`config.mk`:
```
export PLATFORM = sky130hd
export DESIGN_NAME = cold_load_detector
export DESIGN_NICKNAME = d
export VERILOG_FILES = /design/src/rtl/cold_load_pkg.sv /design/src/rtl/cl_clamp.sv /design/src/rtl/cl_timer.sv /design/src/rtl/cold_load_detector.sv
export VERILOG_INCLUDE_DIRS = /design/src /design/src/rtl
export SDC_FILE = /design/constraint.sdc
export NUM_CORES = 1
export LEC_CHECK = 0
export BUFFER_PORTS_ARGS = -buffer_cell sky130_fd_sc_hd__buf_2
export CAP_MARGIN = 20
export CORE_MARGIN = 2
export CORE_UTILIZATION = 35
export CTS_CLUSTER_SIZE = 20
export DETAILED_ROUTE_END_ITERATION = 12
export PLACE_DENSITY = 0.64
export SETUP_SLACK_MARGIN = 0.5
export SYNTH_ARGS = -nofsm -noshare
export SYNTH_HDL_FRONTEND = slang
export SYNTH_SLANG_ARGS = --single-unit
export TNS_END_PERCENT = 10
```
`constraint.sdc`:
```
create_clock -name I_MCLK -period 7.55 [get_ports I_MCLK]
set_clock_uncertainty 0.1 [all_clocks]
set_input_delay 1.51 -clock I_MCLK [delete_from_list [all_inputs] [get_ports I_MCLK]]
set_output_delay 1.51 -clock I_MCLK [all_outputs]
set_load 0.005 [all_outputs]
```
`src/rtl/cold_load_regs.svh`:
```
// What this block does
// - Cold load needs all phases idle, then one above start within 80 ms
// - Cold load output ends at maximum time or when current drops below pickup
// - A rise slower than 80 ms from idle to start gives no detection
// - Inrush needs cold load condition plus second harmonic above threshold
// - A zero harmonic threshold makes inrush equal to cold load
// - Blocking starts on rise, kept after one cycle only with harmonic content
// - Idle threshold settable 0.01 to 0.50 times nominal current
// - Start threshold settable 0.30 to 10.00 times nominal current
// - Maximum time settable up to 300.00 s in 0.01 s steps
// - Harmonic ratio threshold settable 0 to 99 percent
`ifndef COLD_LOAD_REGS_SVH
`define COLD_LOAD_REGS_SVH
// ----------------------------------------------------------------
// Scaling and timing
// ----------------------------------------------------------------
// Currents in hundredths of nominal current
`define CL_CUR_W 10
`define CL_IDLE_MIN 10'h001
`define CL_IDLE_MAX 10'h032
`define CL_START_MIN 10'h01E
`define CL_START_MAX 10'h3E8
`define CL_PCT_W 7
`define CL_PCT_MAX 7'h63
`define CL_TIME_W 15
`define CL_TIME_MAX 15'h7530
`define CL_CLK_HZ 100000000
`define CL_WIN_MS 80
`define CL_WIN_CYC (`CL_CLK_HZ / 1000 * `CL_WIN_MS)
`define CL_STEP_CYC (`CL_CLK_HZ / 100)
`define CL_CNT_W 24
`endif

```
`src/rtl/cold_load_pkg.sv`:
```
`default_nettype none
package cold_load_pkg;
  typedef enum logic [1:0] {ST_WAIT_IDLE, ST_IDLE, ST_ARMED, ST_ACTIVE} cl_state_t;
endpackage
`default_nettype wire

```
`src/rtl/cl_clamp.sv`:
```
`default_nettype none
`include "cold_load_regs.svh"
// ----------------------------------------------------------------
// Setting clamp to the documented range
// ----------------------------------------------------------------
module cl_clamp #(
  parameter int W = 10,
  parameter logic [W-1:0] LO = '0,
  parameter logic [W-1:0] HI = '1
) (
  input wire logic [W-1:0] i_val,
  output logic [W-1:0] o_val
);
  // Out-of-range settings are pulled to the nearest limit
  assign o_val = (i_val < LO) ? LO : ((i_val > HI) ? HI : i_val);
endmodule
`default_nettype wire

```
`src/rtl/cl_timer.sv`:
```
`default_nettype none
`include "cold_load_regs.svh"
// ----------------------------------------------------------------
// Prescaled down counter: 0.01 s ticks
// ----------------------------------------------------------------
module cl_timer (
  input wire logic i_mclk,
  input wire logic i_rst,
  input wire logic i_load,
  input wire logic [`CL_TIME_W-1:0] i_steps,
  output logic o_done
);
  logic [`CL_CNT_W-1:0] pre_q;
  logic [`CL_TIME_W-1:0] left_q;
  logic [`CL_CNT_W-1:0] step_last;
  wire tick;
  assign step_last = `CL_CNT_W'(`CL_STEP_CYC - 1);
  assign tick = (pre_q == step_last);
  assign o_done = (left_q == '0) & ~i_load;
  // Reload restarts the prescaler so every step is full length
  always_ff @(posedge i_mclk or posedge i_rst) begin
    if (i_rst) begin
      pre_q <= '0;
      left_q <= '0;
    end else if (i_load) begin
      pre_q <= '0;
      left_q <= i_steps;
    end else if (left_q != '0) begin
      pre_q <= tick ? '0 : pre_q + `CL_CNT_W'(1);
      if (tick) left_q <= left_q - `CL_TIME_W'(1);
    end
  end
endmodule
`default_nettype wire

```
`src/rtl/cold_load_detector.sv`:
```
`default_nettype none
`include "cold_load_regs.svh"
// ----------------------------------------------------------------
// Cold load and magnetizing inrush detector
// ----------------------------------------------------------------
module cold_load_detector (
  input wire logic I_MCLK,
  input wire logic I_RST,
  input wire logic [`CL_CUR_W-1:0] i_phase_cur_0,
  input wire logic [`CL_CUR_W-1:0] i_phase_cur_1,
  input wire logic [`CL_CUR_W-1:0] i_phase_cur_2,
  input wire logic [`CL_PCT_W-1:0] i_second_harmonic_ratio_0,
  input wire logic [`CL_PCT_W-1:0] i_second_harmonic_ratio_1,
  input wire logic [`CL_PCT_W-1:0] i_second_harmonic_ratio_2,
  input wire logic i_cycle_done,
  input wire logic [`CL_CUR_W-1:0] i_idle_set,
  input wire logic [`CL_CUR_W-1:0] i_start_set,
  input wire logic [`CL_TIME_W-1:0] i_max_time_set,
  input wire logic [`CL_PCT_W-1:0] i_harm_set,
  output logic o_cold_load,
  output logic o_inrush,
  output logic o_inrush_block
);
  cold_load_pkg::cl_state_t state_q, state_d;
  logic [`CL_CUR_W-1:0] idle_lim, start_lim;
  logic [`CL_PCT_W-1:0] harm_lim;
  logic [`CL_TIME_W-1:0] max_steps;
  logic [`CL_CNT_W-1:0] win_q;
  logic [`CL_CNT_W-1:0] win_last;
  logic [2:0] below_idle, above_start, harm_hi;
  logic [`CL_CUR_W-1:0] cur [3];
  logic [`CL_PCT_W-1:0] harm [3];
  logic harm_seen_q, cyc_wait_q;
  logic cold_q, inrush_q, block_q;
  wire all_idle, any_start, any_harm, win_open, start_det, drop, max_done;

  // ----------------------------------------------------------------
  // Setting limits
  // ----------------------------------------------------------------
  cl_clamp #(.W(`CL_CUR_W), .LO(`CL_IDLE_MIN), .HI(`CL_IDLE_MAX)) u_idle (
    .i_val(i_idle_set), .o_val(idle_lim));
  cl_clamp #(.W(`CL_CUR_W), .LO(`CL_START_MIN), .HI(`CL_START_MAX))
    u_start (.i_val(i_start_set), .o_val(start_lim));
  cl_clamp #(.W(`CL_PCT_W), .LO('0), .HI(`CL_PCT_MAX)) u_harm (
    .i_val(i_harm_set), .o_val(harm_lim));
  cl_clamp #(.W(`CL_TIME_W), .LO(`CL_TIME_W'(1)), .HI(`CL_TIME_MAX))
    u_time (.i_val(i_max_time_set), .o_val(max_steps));

  // ----------------------------------------------------------------
  // Per-phase comparisons
  // ----------------------------------------------------------------
  assign cur[0] = i_phase_cur_0;
  assign cur[1] = i_phase_cur_1;
  assign cur[2] = i_phase_cur_2;
  assign harm[0] = i_second_harmonic_ratio_0;
  assign harm[1] = i_second_harmonic_ratio_1;
  assign harm[2] = i_second_harmonic_ratio_2;
  generate
    for (genvar p = 0; p < 3; p++) begin : g_ph
      assign below_idle[p] = cur[p] < idle_lim;
      assign above_start[p] = cur[p] > start_lim;
      // Zero threshold: any ratio passes, inrush follows cold load
      assign harm_hi[p] = (harm_lim == '0) | (harm[p] > harm_lim);
    end
  endgenerate
  assign all_idle = &below_idle;
  assign any_start = |above_start;
  assign any_harm = |harm_hi;
  assign win_last = `CL_CNT_W'(`CL_WIN_CYC - 1);
  assign win_open = win_q < win_last;
  // Rise must come while the 80 ms window is still open
  assign start_det = (state_q == cold_load_pkg::ST_ARMED) & any_start
                     & win_open;
  // Dropout uses the start level as the pickup level
  assign drop = ~any_start;

  // Idle-to-start jump in one sample also counts as a rise
  wire direct_rise = (state_q == cold_load_pkg::ST_IDLE) & any_start;
  wire rise = start_det | direct_rise;

  // Both rise paths load the timer, else an idle timer ends it at once
  cl_timer u_max (
    .i_mclk(I_MCLK),
    .i_rst(I_RST),
    .i_load(rise),
    .i_steps(max_steps),
    .o_done(max_done)
  );

  // ----------------------------------------------------------------
  // Sequence: idle, leave idle, rise within window, active
  // ----------------------------------------------------------------
  always_comb begin
    state_d = state_q;
    unique case (state_q)
      cold_load_pkg::ST_WAIT_IDLE: if (all_idle) begin
        state_d = cold_load_pkg::ST_IDLE;
      end
      cold_load_pkg::ST_IDLE: if (!all_idle) begin
        state_d = any_start ? cold_load_pkg::ST_ACTIVE
                            : cold_load_pkg::ST_ARMED;
      end
      cold_load_pkg::ST_ARMED: begin
        if (all_idle) state_d = cold_load_pkg::ST_IDLE;
        else if (start_det) state_d = cold_load_pkg::ST_ACTIVE;
        else if (!win_open) state_d = cold_load_pkg::ST_WAIT_IDLE;
      end
      cold_load_pkg::ST_ACTIVE: if (max_done || drop) begin
        state_d = cold_load_pkg::ST_WAIT_IDLE;
      end
    endcase
  end

  // ----------------------------------------------------------------
  // State and 80 ms window counter
  // ----------------------------------------------------------------
  always_ff @(posedge I_MCLK or posedge I_RST) begin
    if (I_RST) begin
      state_q <= cold_load_pkg::ST_WAIT_IDLE;
      win_q <= '0;
    end else begin
      state_q <= state_d;
      // Window starts when the first phase leaves idle
      if (state_q != cold_load_pkg::ST_ARMED) win_q <= '0;
      else if (win_open) win_q <= win_q + `CL_CNT_W'(1);
    end
  end

  // ----------------------------------------------------------------
  // Outputs: cold load, inrush and block
  // ----------------------------------------------------------------
  // Activity ends at dropout or when the loaded maximum time runs out
  wire active_end = (state_q == cold_load_pkg::ST_ACTIVE)
                    & (state_d != cold_load_pkg::ST_ACTIVE);
  always_ff @(posedge I_MCLK or posedge I_RST) begin
    if (I_RST) begin
      cold_q <= 1'b0;
      inrush_q <= 1'b0;
      block_q <= 1'b0;
      cyc_wait_q <= 1'b0;
      harm_seen_q <= 1'b0;
    end else if (rise) begin
      cold_q <= 1'b1;
      inrush_q <= any_harm;
      block_q <= 1'b1;
      cyc_wait_q <= 1'b1;
      harm_seen_q <= 1'b0;
    end else if (active_end) begin
      cold_q <= 1'b0;
      inrush_q <= 1'b0;
      block_q <= 1'b0;
      cyc_wait_q <= 1'b0;
    end else begin
      if (cold_q && any_harm) inrush_q <= 1'b1;
      if (cyc_wait_q && i_cycle_done) begin
        cyc_wait_q <= 1'b0;
        block_q <= any_harm;
        harm_seen_q <= any_harm;
      end
    end
  end
  assign o_cold_load = cold_q;
  assign o_inrush = inrush_q;
  assign o_inrush_block = block_q;

  // ----------------------------------------------------------------
  // Checks
  // ----------------------------------------------------------------
  a_no_late_rise: assert property (@(posedge I_MCLK) disable iff (I_RST)
    (state_q == cold_load_pkg::ST_ARMED && !win_open) |=> !o_cold_load ||
    $past(o_cold_load)) else $error("late rise detected");
  a_rise_sets: assert property (@(posedge I_MCLK) disable iff (I_RST)
    start_det |=> o_cold_load && o_inrush_block)
    else $error("rise not detected");
  a_drop_clears: assert property (@(posedge I_MCLK) disable iff (I_RST)
    (state_q == cold_load_pkg::ST_ACTIVE && drop && !rise) |=> !o_cold_load)
    else $error("dropout ignored");
  a_inrush_sub: assert property (@(posedge I_MCLK) disable iff (I_RST)
    o_inrush |-> o_cold_load) else $error("inrush without cold");
  a_zero_equal: assert property (@(posedge I_MCLK) disable iff (I_RST)
    (harm_lim == '0 && $stable(harm_lim)) |=> o_inrush == o_cold_load ||
    $past(harm_lim) != '0) else $error("zero threshold mismatch");
  a_block_release: assert property (@(posedge I_MCLK) disable iff (I_RST)
    (cyc_wait_q && i_cycle_done && !any_harm && !rise) |=>
    !o_inrush_block) else $error("block not released");
  a_win_bound: assert property (@(posedge I_MCLK) disable iff (I_RST)
    win_q <= win_last) else $error("window overrun");
  a_limits: assert property (@(posedge I_MCLK) disable iff (I_RST)
    idle_lim >= `CL_IDLE_MIN && idle_lim <= `CL_IDLE_MAX &&
    start_lim >= `CL_START_MIN && max_steps <= `CL_TIME_MAX &&
    harm_lim <= `CL_PCT_MAX) else $error("setting out of range");
  c_cold: cover property (@(posedge I_MCLK) disable iff (I_RST)
    $rose(o_cold_load));
  c_inrush: cover property (@(posedge I_MCLK) disable iff (I_RST)
    $rose(o_inrush));
  c_release: cover property (@(posedge I_MCLK) disable iff (I_RST)
    $fell(o_inrush_block) && o_cold_load);
endmodule
`default_nettype wire

```
==> flow_summary.json <==
{
  "syn_area_um2": 5820,
  "criticalPathCategory": "input pin to register",
  "post_cts_resized": 0,
  "vias_per_cell": 5.29,
  "required_ns": 7.70,
  "pre_cts_ws_ns": 2.48,
  "slew_violations": 0,
  "crit_fanout": 33,
  "min_period_over_period_pct": 62.6,
  "yosysWarnings": 0,
  "insertion_delay_ns": 0.34,
  "die_x_um": 133,
  "cts_setup_buffers": 0,
  "antenna_found_initial": 0,
  "rows": 47,
  "drt-initial-drc-count": 255,
  "area_growth_syn_to_layout_pct": 18.5,
  "async_flop_share_pct": 100,
  "grt_pass1_wl_um": 23900,
  "final.min_clock_period_ns": 4.73,
  "slowest_stage": "a2bb2oi_4",
  "wire_per_inst_um": 14.2,
  "tightestPinTransition_ns": 0.885,
  "die_h_um": 133,
  "post_cts_hold_buffer_count": 0,
  "hold_slack_ns": 0.405,
  "power_leakage_nw": 3.10,
  "ys_ff_latch": 69,
  "synth-edff-count": 0,
  "grt_pass1_vias": 4999,
  "cts.sink_count": 69,
  "setup_ws_ns": 2.82,
  "synth.yosys.seq_area_share_pct": 29.7,
  "vias": 5352,
  "io_buffers": 98,
  "path_cells": "buf_2 > o31a_1 > o21ai_0 > a21oi_1 > ha_1 > nand3_1 > a211oi_1 > nand2_1 > o211a_1 > o211ai_1 > a2bb2oi_4 > buf_4 > mux2i_1",
  "fin_nets": 961,
  "synth_flop_cell": "dfrtp_1",
  "gp_routability_congestion": 0.847,
  "core_um2": 16400,
  "maxCapViolCount": 0,
  "io_pins": 99,
  "synthCells": 681,
  "globalRouteOverflowTotal": 0,
  "setup_tns_ns": 0,
  "cts_tree": "built",
  "dr.pass1.iters": 5,
  "initial_core_util_pct": 35.5,
  "cp-end-kind": "register",
  "clk_pin_slew_ns": 0.06,
  "vdd_drop_max_v": 0.000121,
  "drt-total-wl_um": 14400,
  "finalSetupViolations": 0,
  "hpwl_um": 11300,
  "drive_gt1_share_pct": 17.4,
  "drc": 0,
  "critPathLaunchType": "input pin",
  "dp_cells": 996,
  "slew_headroom_pct": 41.0,
  "clockBufferDepth": 2,
  "power.density_nw_per_um2": 199,
  "htree_levels": 3,
  "cts_buffers": 9,
  "grt_max_degree": 54,
  "ant_nets": 0,
  "synth_area_per_cell_um2": 8.54,
  "max_stage_delay_ns": 0.47,
  "status": "complete, no violations",
  "cts_root_buf": "clkbuf_16",
  "hold_path.class": "register to register",
  "max_freq_mhz": 212,
  "synth_cell_types": 69,
  "globalRouteTotalUtil_pct": 16.6,
  "hold_viol_final": 0,
  "rsz0062_at_grt": "false",
  "die_area_um2": 17700,
  "fin_cells": 1012,
  "arrival_ns": 4.88,
  "diodes": 0
}
[registers in the layout (all words and copies together), names as in the netlist]
register	count
cyc_wait_q	1
o_cold_load	1
o_inrush	1
o_inrush_block	1
state_q	2
u_max.left_q	15
u_max.pre_q	24
win_q	24
[cells in the final DEF, fill, tap and decap left out, drive strengths merged, types with 9 or more instances in the layout]
cell | Yosys | layout
nor4 | 14 | 14
and3 | 11 | 11
xor2 | 22 | 22
clkbuf | 9 | 11
ha | 78 | 78
nor3 | 19 | 19
nor2 | 78 | 78
nand2 | 56 | 56
nand3 | 29 | 29
a21o | 13 | 13
conb | 1 | 12
dfrtp | 69 | 69
mux2i | 9 | 9
o21ai | 33 | 33
buf | 8 | 101
a21oi | 48 | 48
xnor2 | 16 | 16
nand4 | 27 | 27
inv | 31 | 31
[layer usage]
metal  vias to the layer above  wire length [µm]  track usage, %
met4                         0               211            5.20
met5                         -                 0               0
met1                      2503              6870            22.2
li1                       2718                 -               -
met2                       115              6820            27.7
met3                        16               442            2.68
[critical path, delay by kind of cell]
| family | cells | cell delay (ns) |
|---|---|---|
| buffers and inverters | 2 | 0.55 |
| adder cells (fa/ha/maj) | 1 | 0.32 |
| AO/OA/AOI/OAI | 7 | 2.05 |
| multiplexers | 1 | 0.25 |
| AND/OR/NAND/NOR | 2 | 0.18 |
[cell families (layout without fill, tap and decap cells)]
kind of cell             after synthesis  in the layout  share of synthesized area, %
AO/OA/AOI/OAI                        156            156                          17.7
multiplexers                          10             10                          1.74
AND/OR/NAND/NOR                      281            281                          24.7
flip-flops                            69             69                          29.7
adder cells (fa/ha/maj)               78             78                          16.8
buffers and inverters                 48            148                          3.46
other                                  1             12                        0.0645
XOR/XNOR                              38             38                          5.85
[synth_stat cells (16+ instances only)]
library cell	n	area (µm²)
nor3_1	18	90.1
a21oi_1	48	240
xnor2_1	16	140
o21ai_0	31	155
nand4_1	27	169
nand3_1	29	145
xor2_1	21	184
dfrtp_1	69	1730
nand2_1	52	195
inv_1	31	116
ha_1	78	976
nor2_1	78	293
[layout make-up]
cell class / count / area, µm²
Clock buffer: 11 / 253
Clock inverter: 5 / 58.8
Fill cell: 1677 / 9520
Inverter: 31 / 116
Multi-Input combinational cell: 575 / 3950
Sequential cell: 69 / 1730
Tap cell: 220 / 275
Timing Repair Buffer: 101 / 513
[final timing paths]
kind | from | endpoint | slack (ns) | cells after the start
min in group asynchronous | I_RST | win_q[18]$_DFFE_PP0P_ | 1.05 | 2
max in group asynchronous | I_RST | u_max.pre_q[16]$_DFFE_PP0P_ | 5.30 | 3
min reg2reg | win_q[22]$_DFFE_PP0P_ | win_q[22]$_DFFE_PP0P_ | 0.40 | 2
max | i_start_set[2] | u_max.left_q[5]$_DFFE_PP0P_ | 2.82 | 13
min | win_q[22]$_DFFE_PP0P_ | win_q[22]$_DFFE_PP0P_ | 0.40 | 2
max reg2reg | u_max.left_q[7]$_DFFE_PP0P_ | u_max.left_q[12]$_DFFE_PP0P_ | 4.48 | 7
[metrics by stage]
stage                     utilization [%]  total power, mW  area [µm²]
after floorplan                         -            0.808        5860
after global placement               40.1            0.931        6580
after detailed placement             40.1            0.939        6580
after CTS                            42.0             1.39        6890
after global routing                 42.0             1.47        6890
final                                42.0             1.37        6890
[report_power, final]
group | switching (mW) | leakage [nW] | internal, mW
clock network | 0.162 | 0.148 | 0.274
registers | 0.0656 | 0.909 | 0.438
logic | 0.250 | 2.04 | 0.180
total | 0.477 | 3.10 | 0.892
Note: power is estimated with default switching activity, not from simulation.
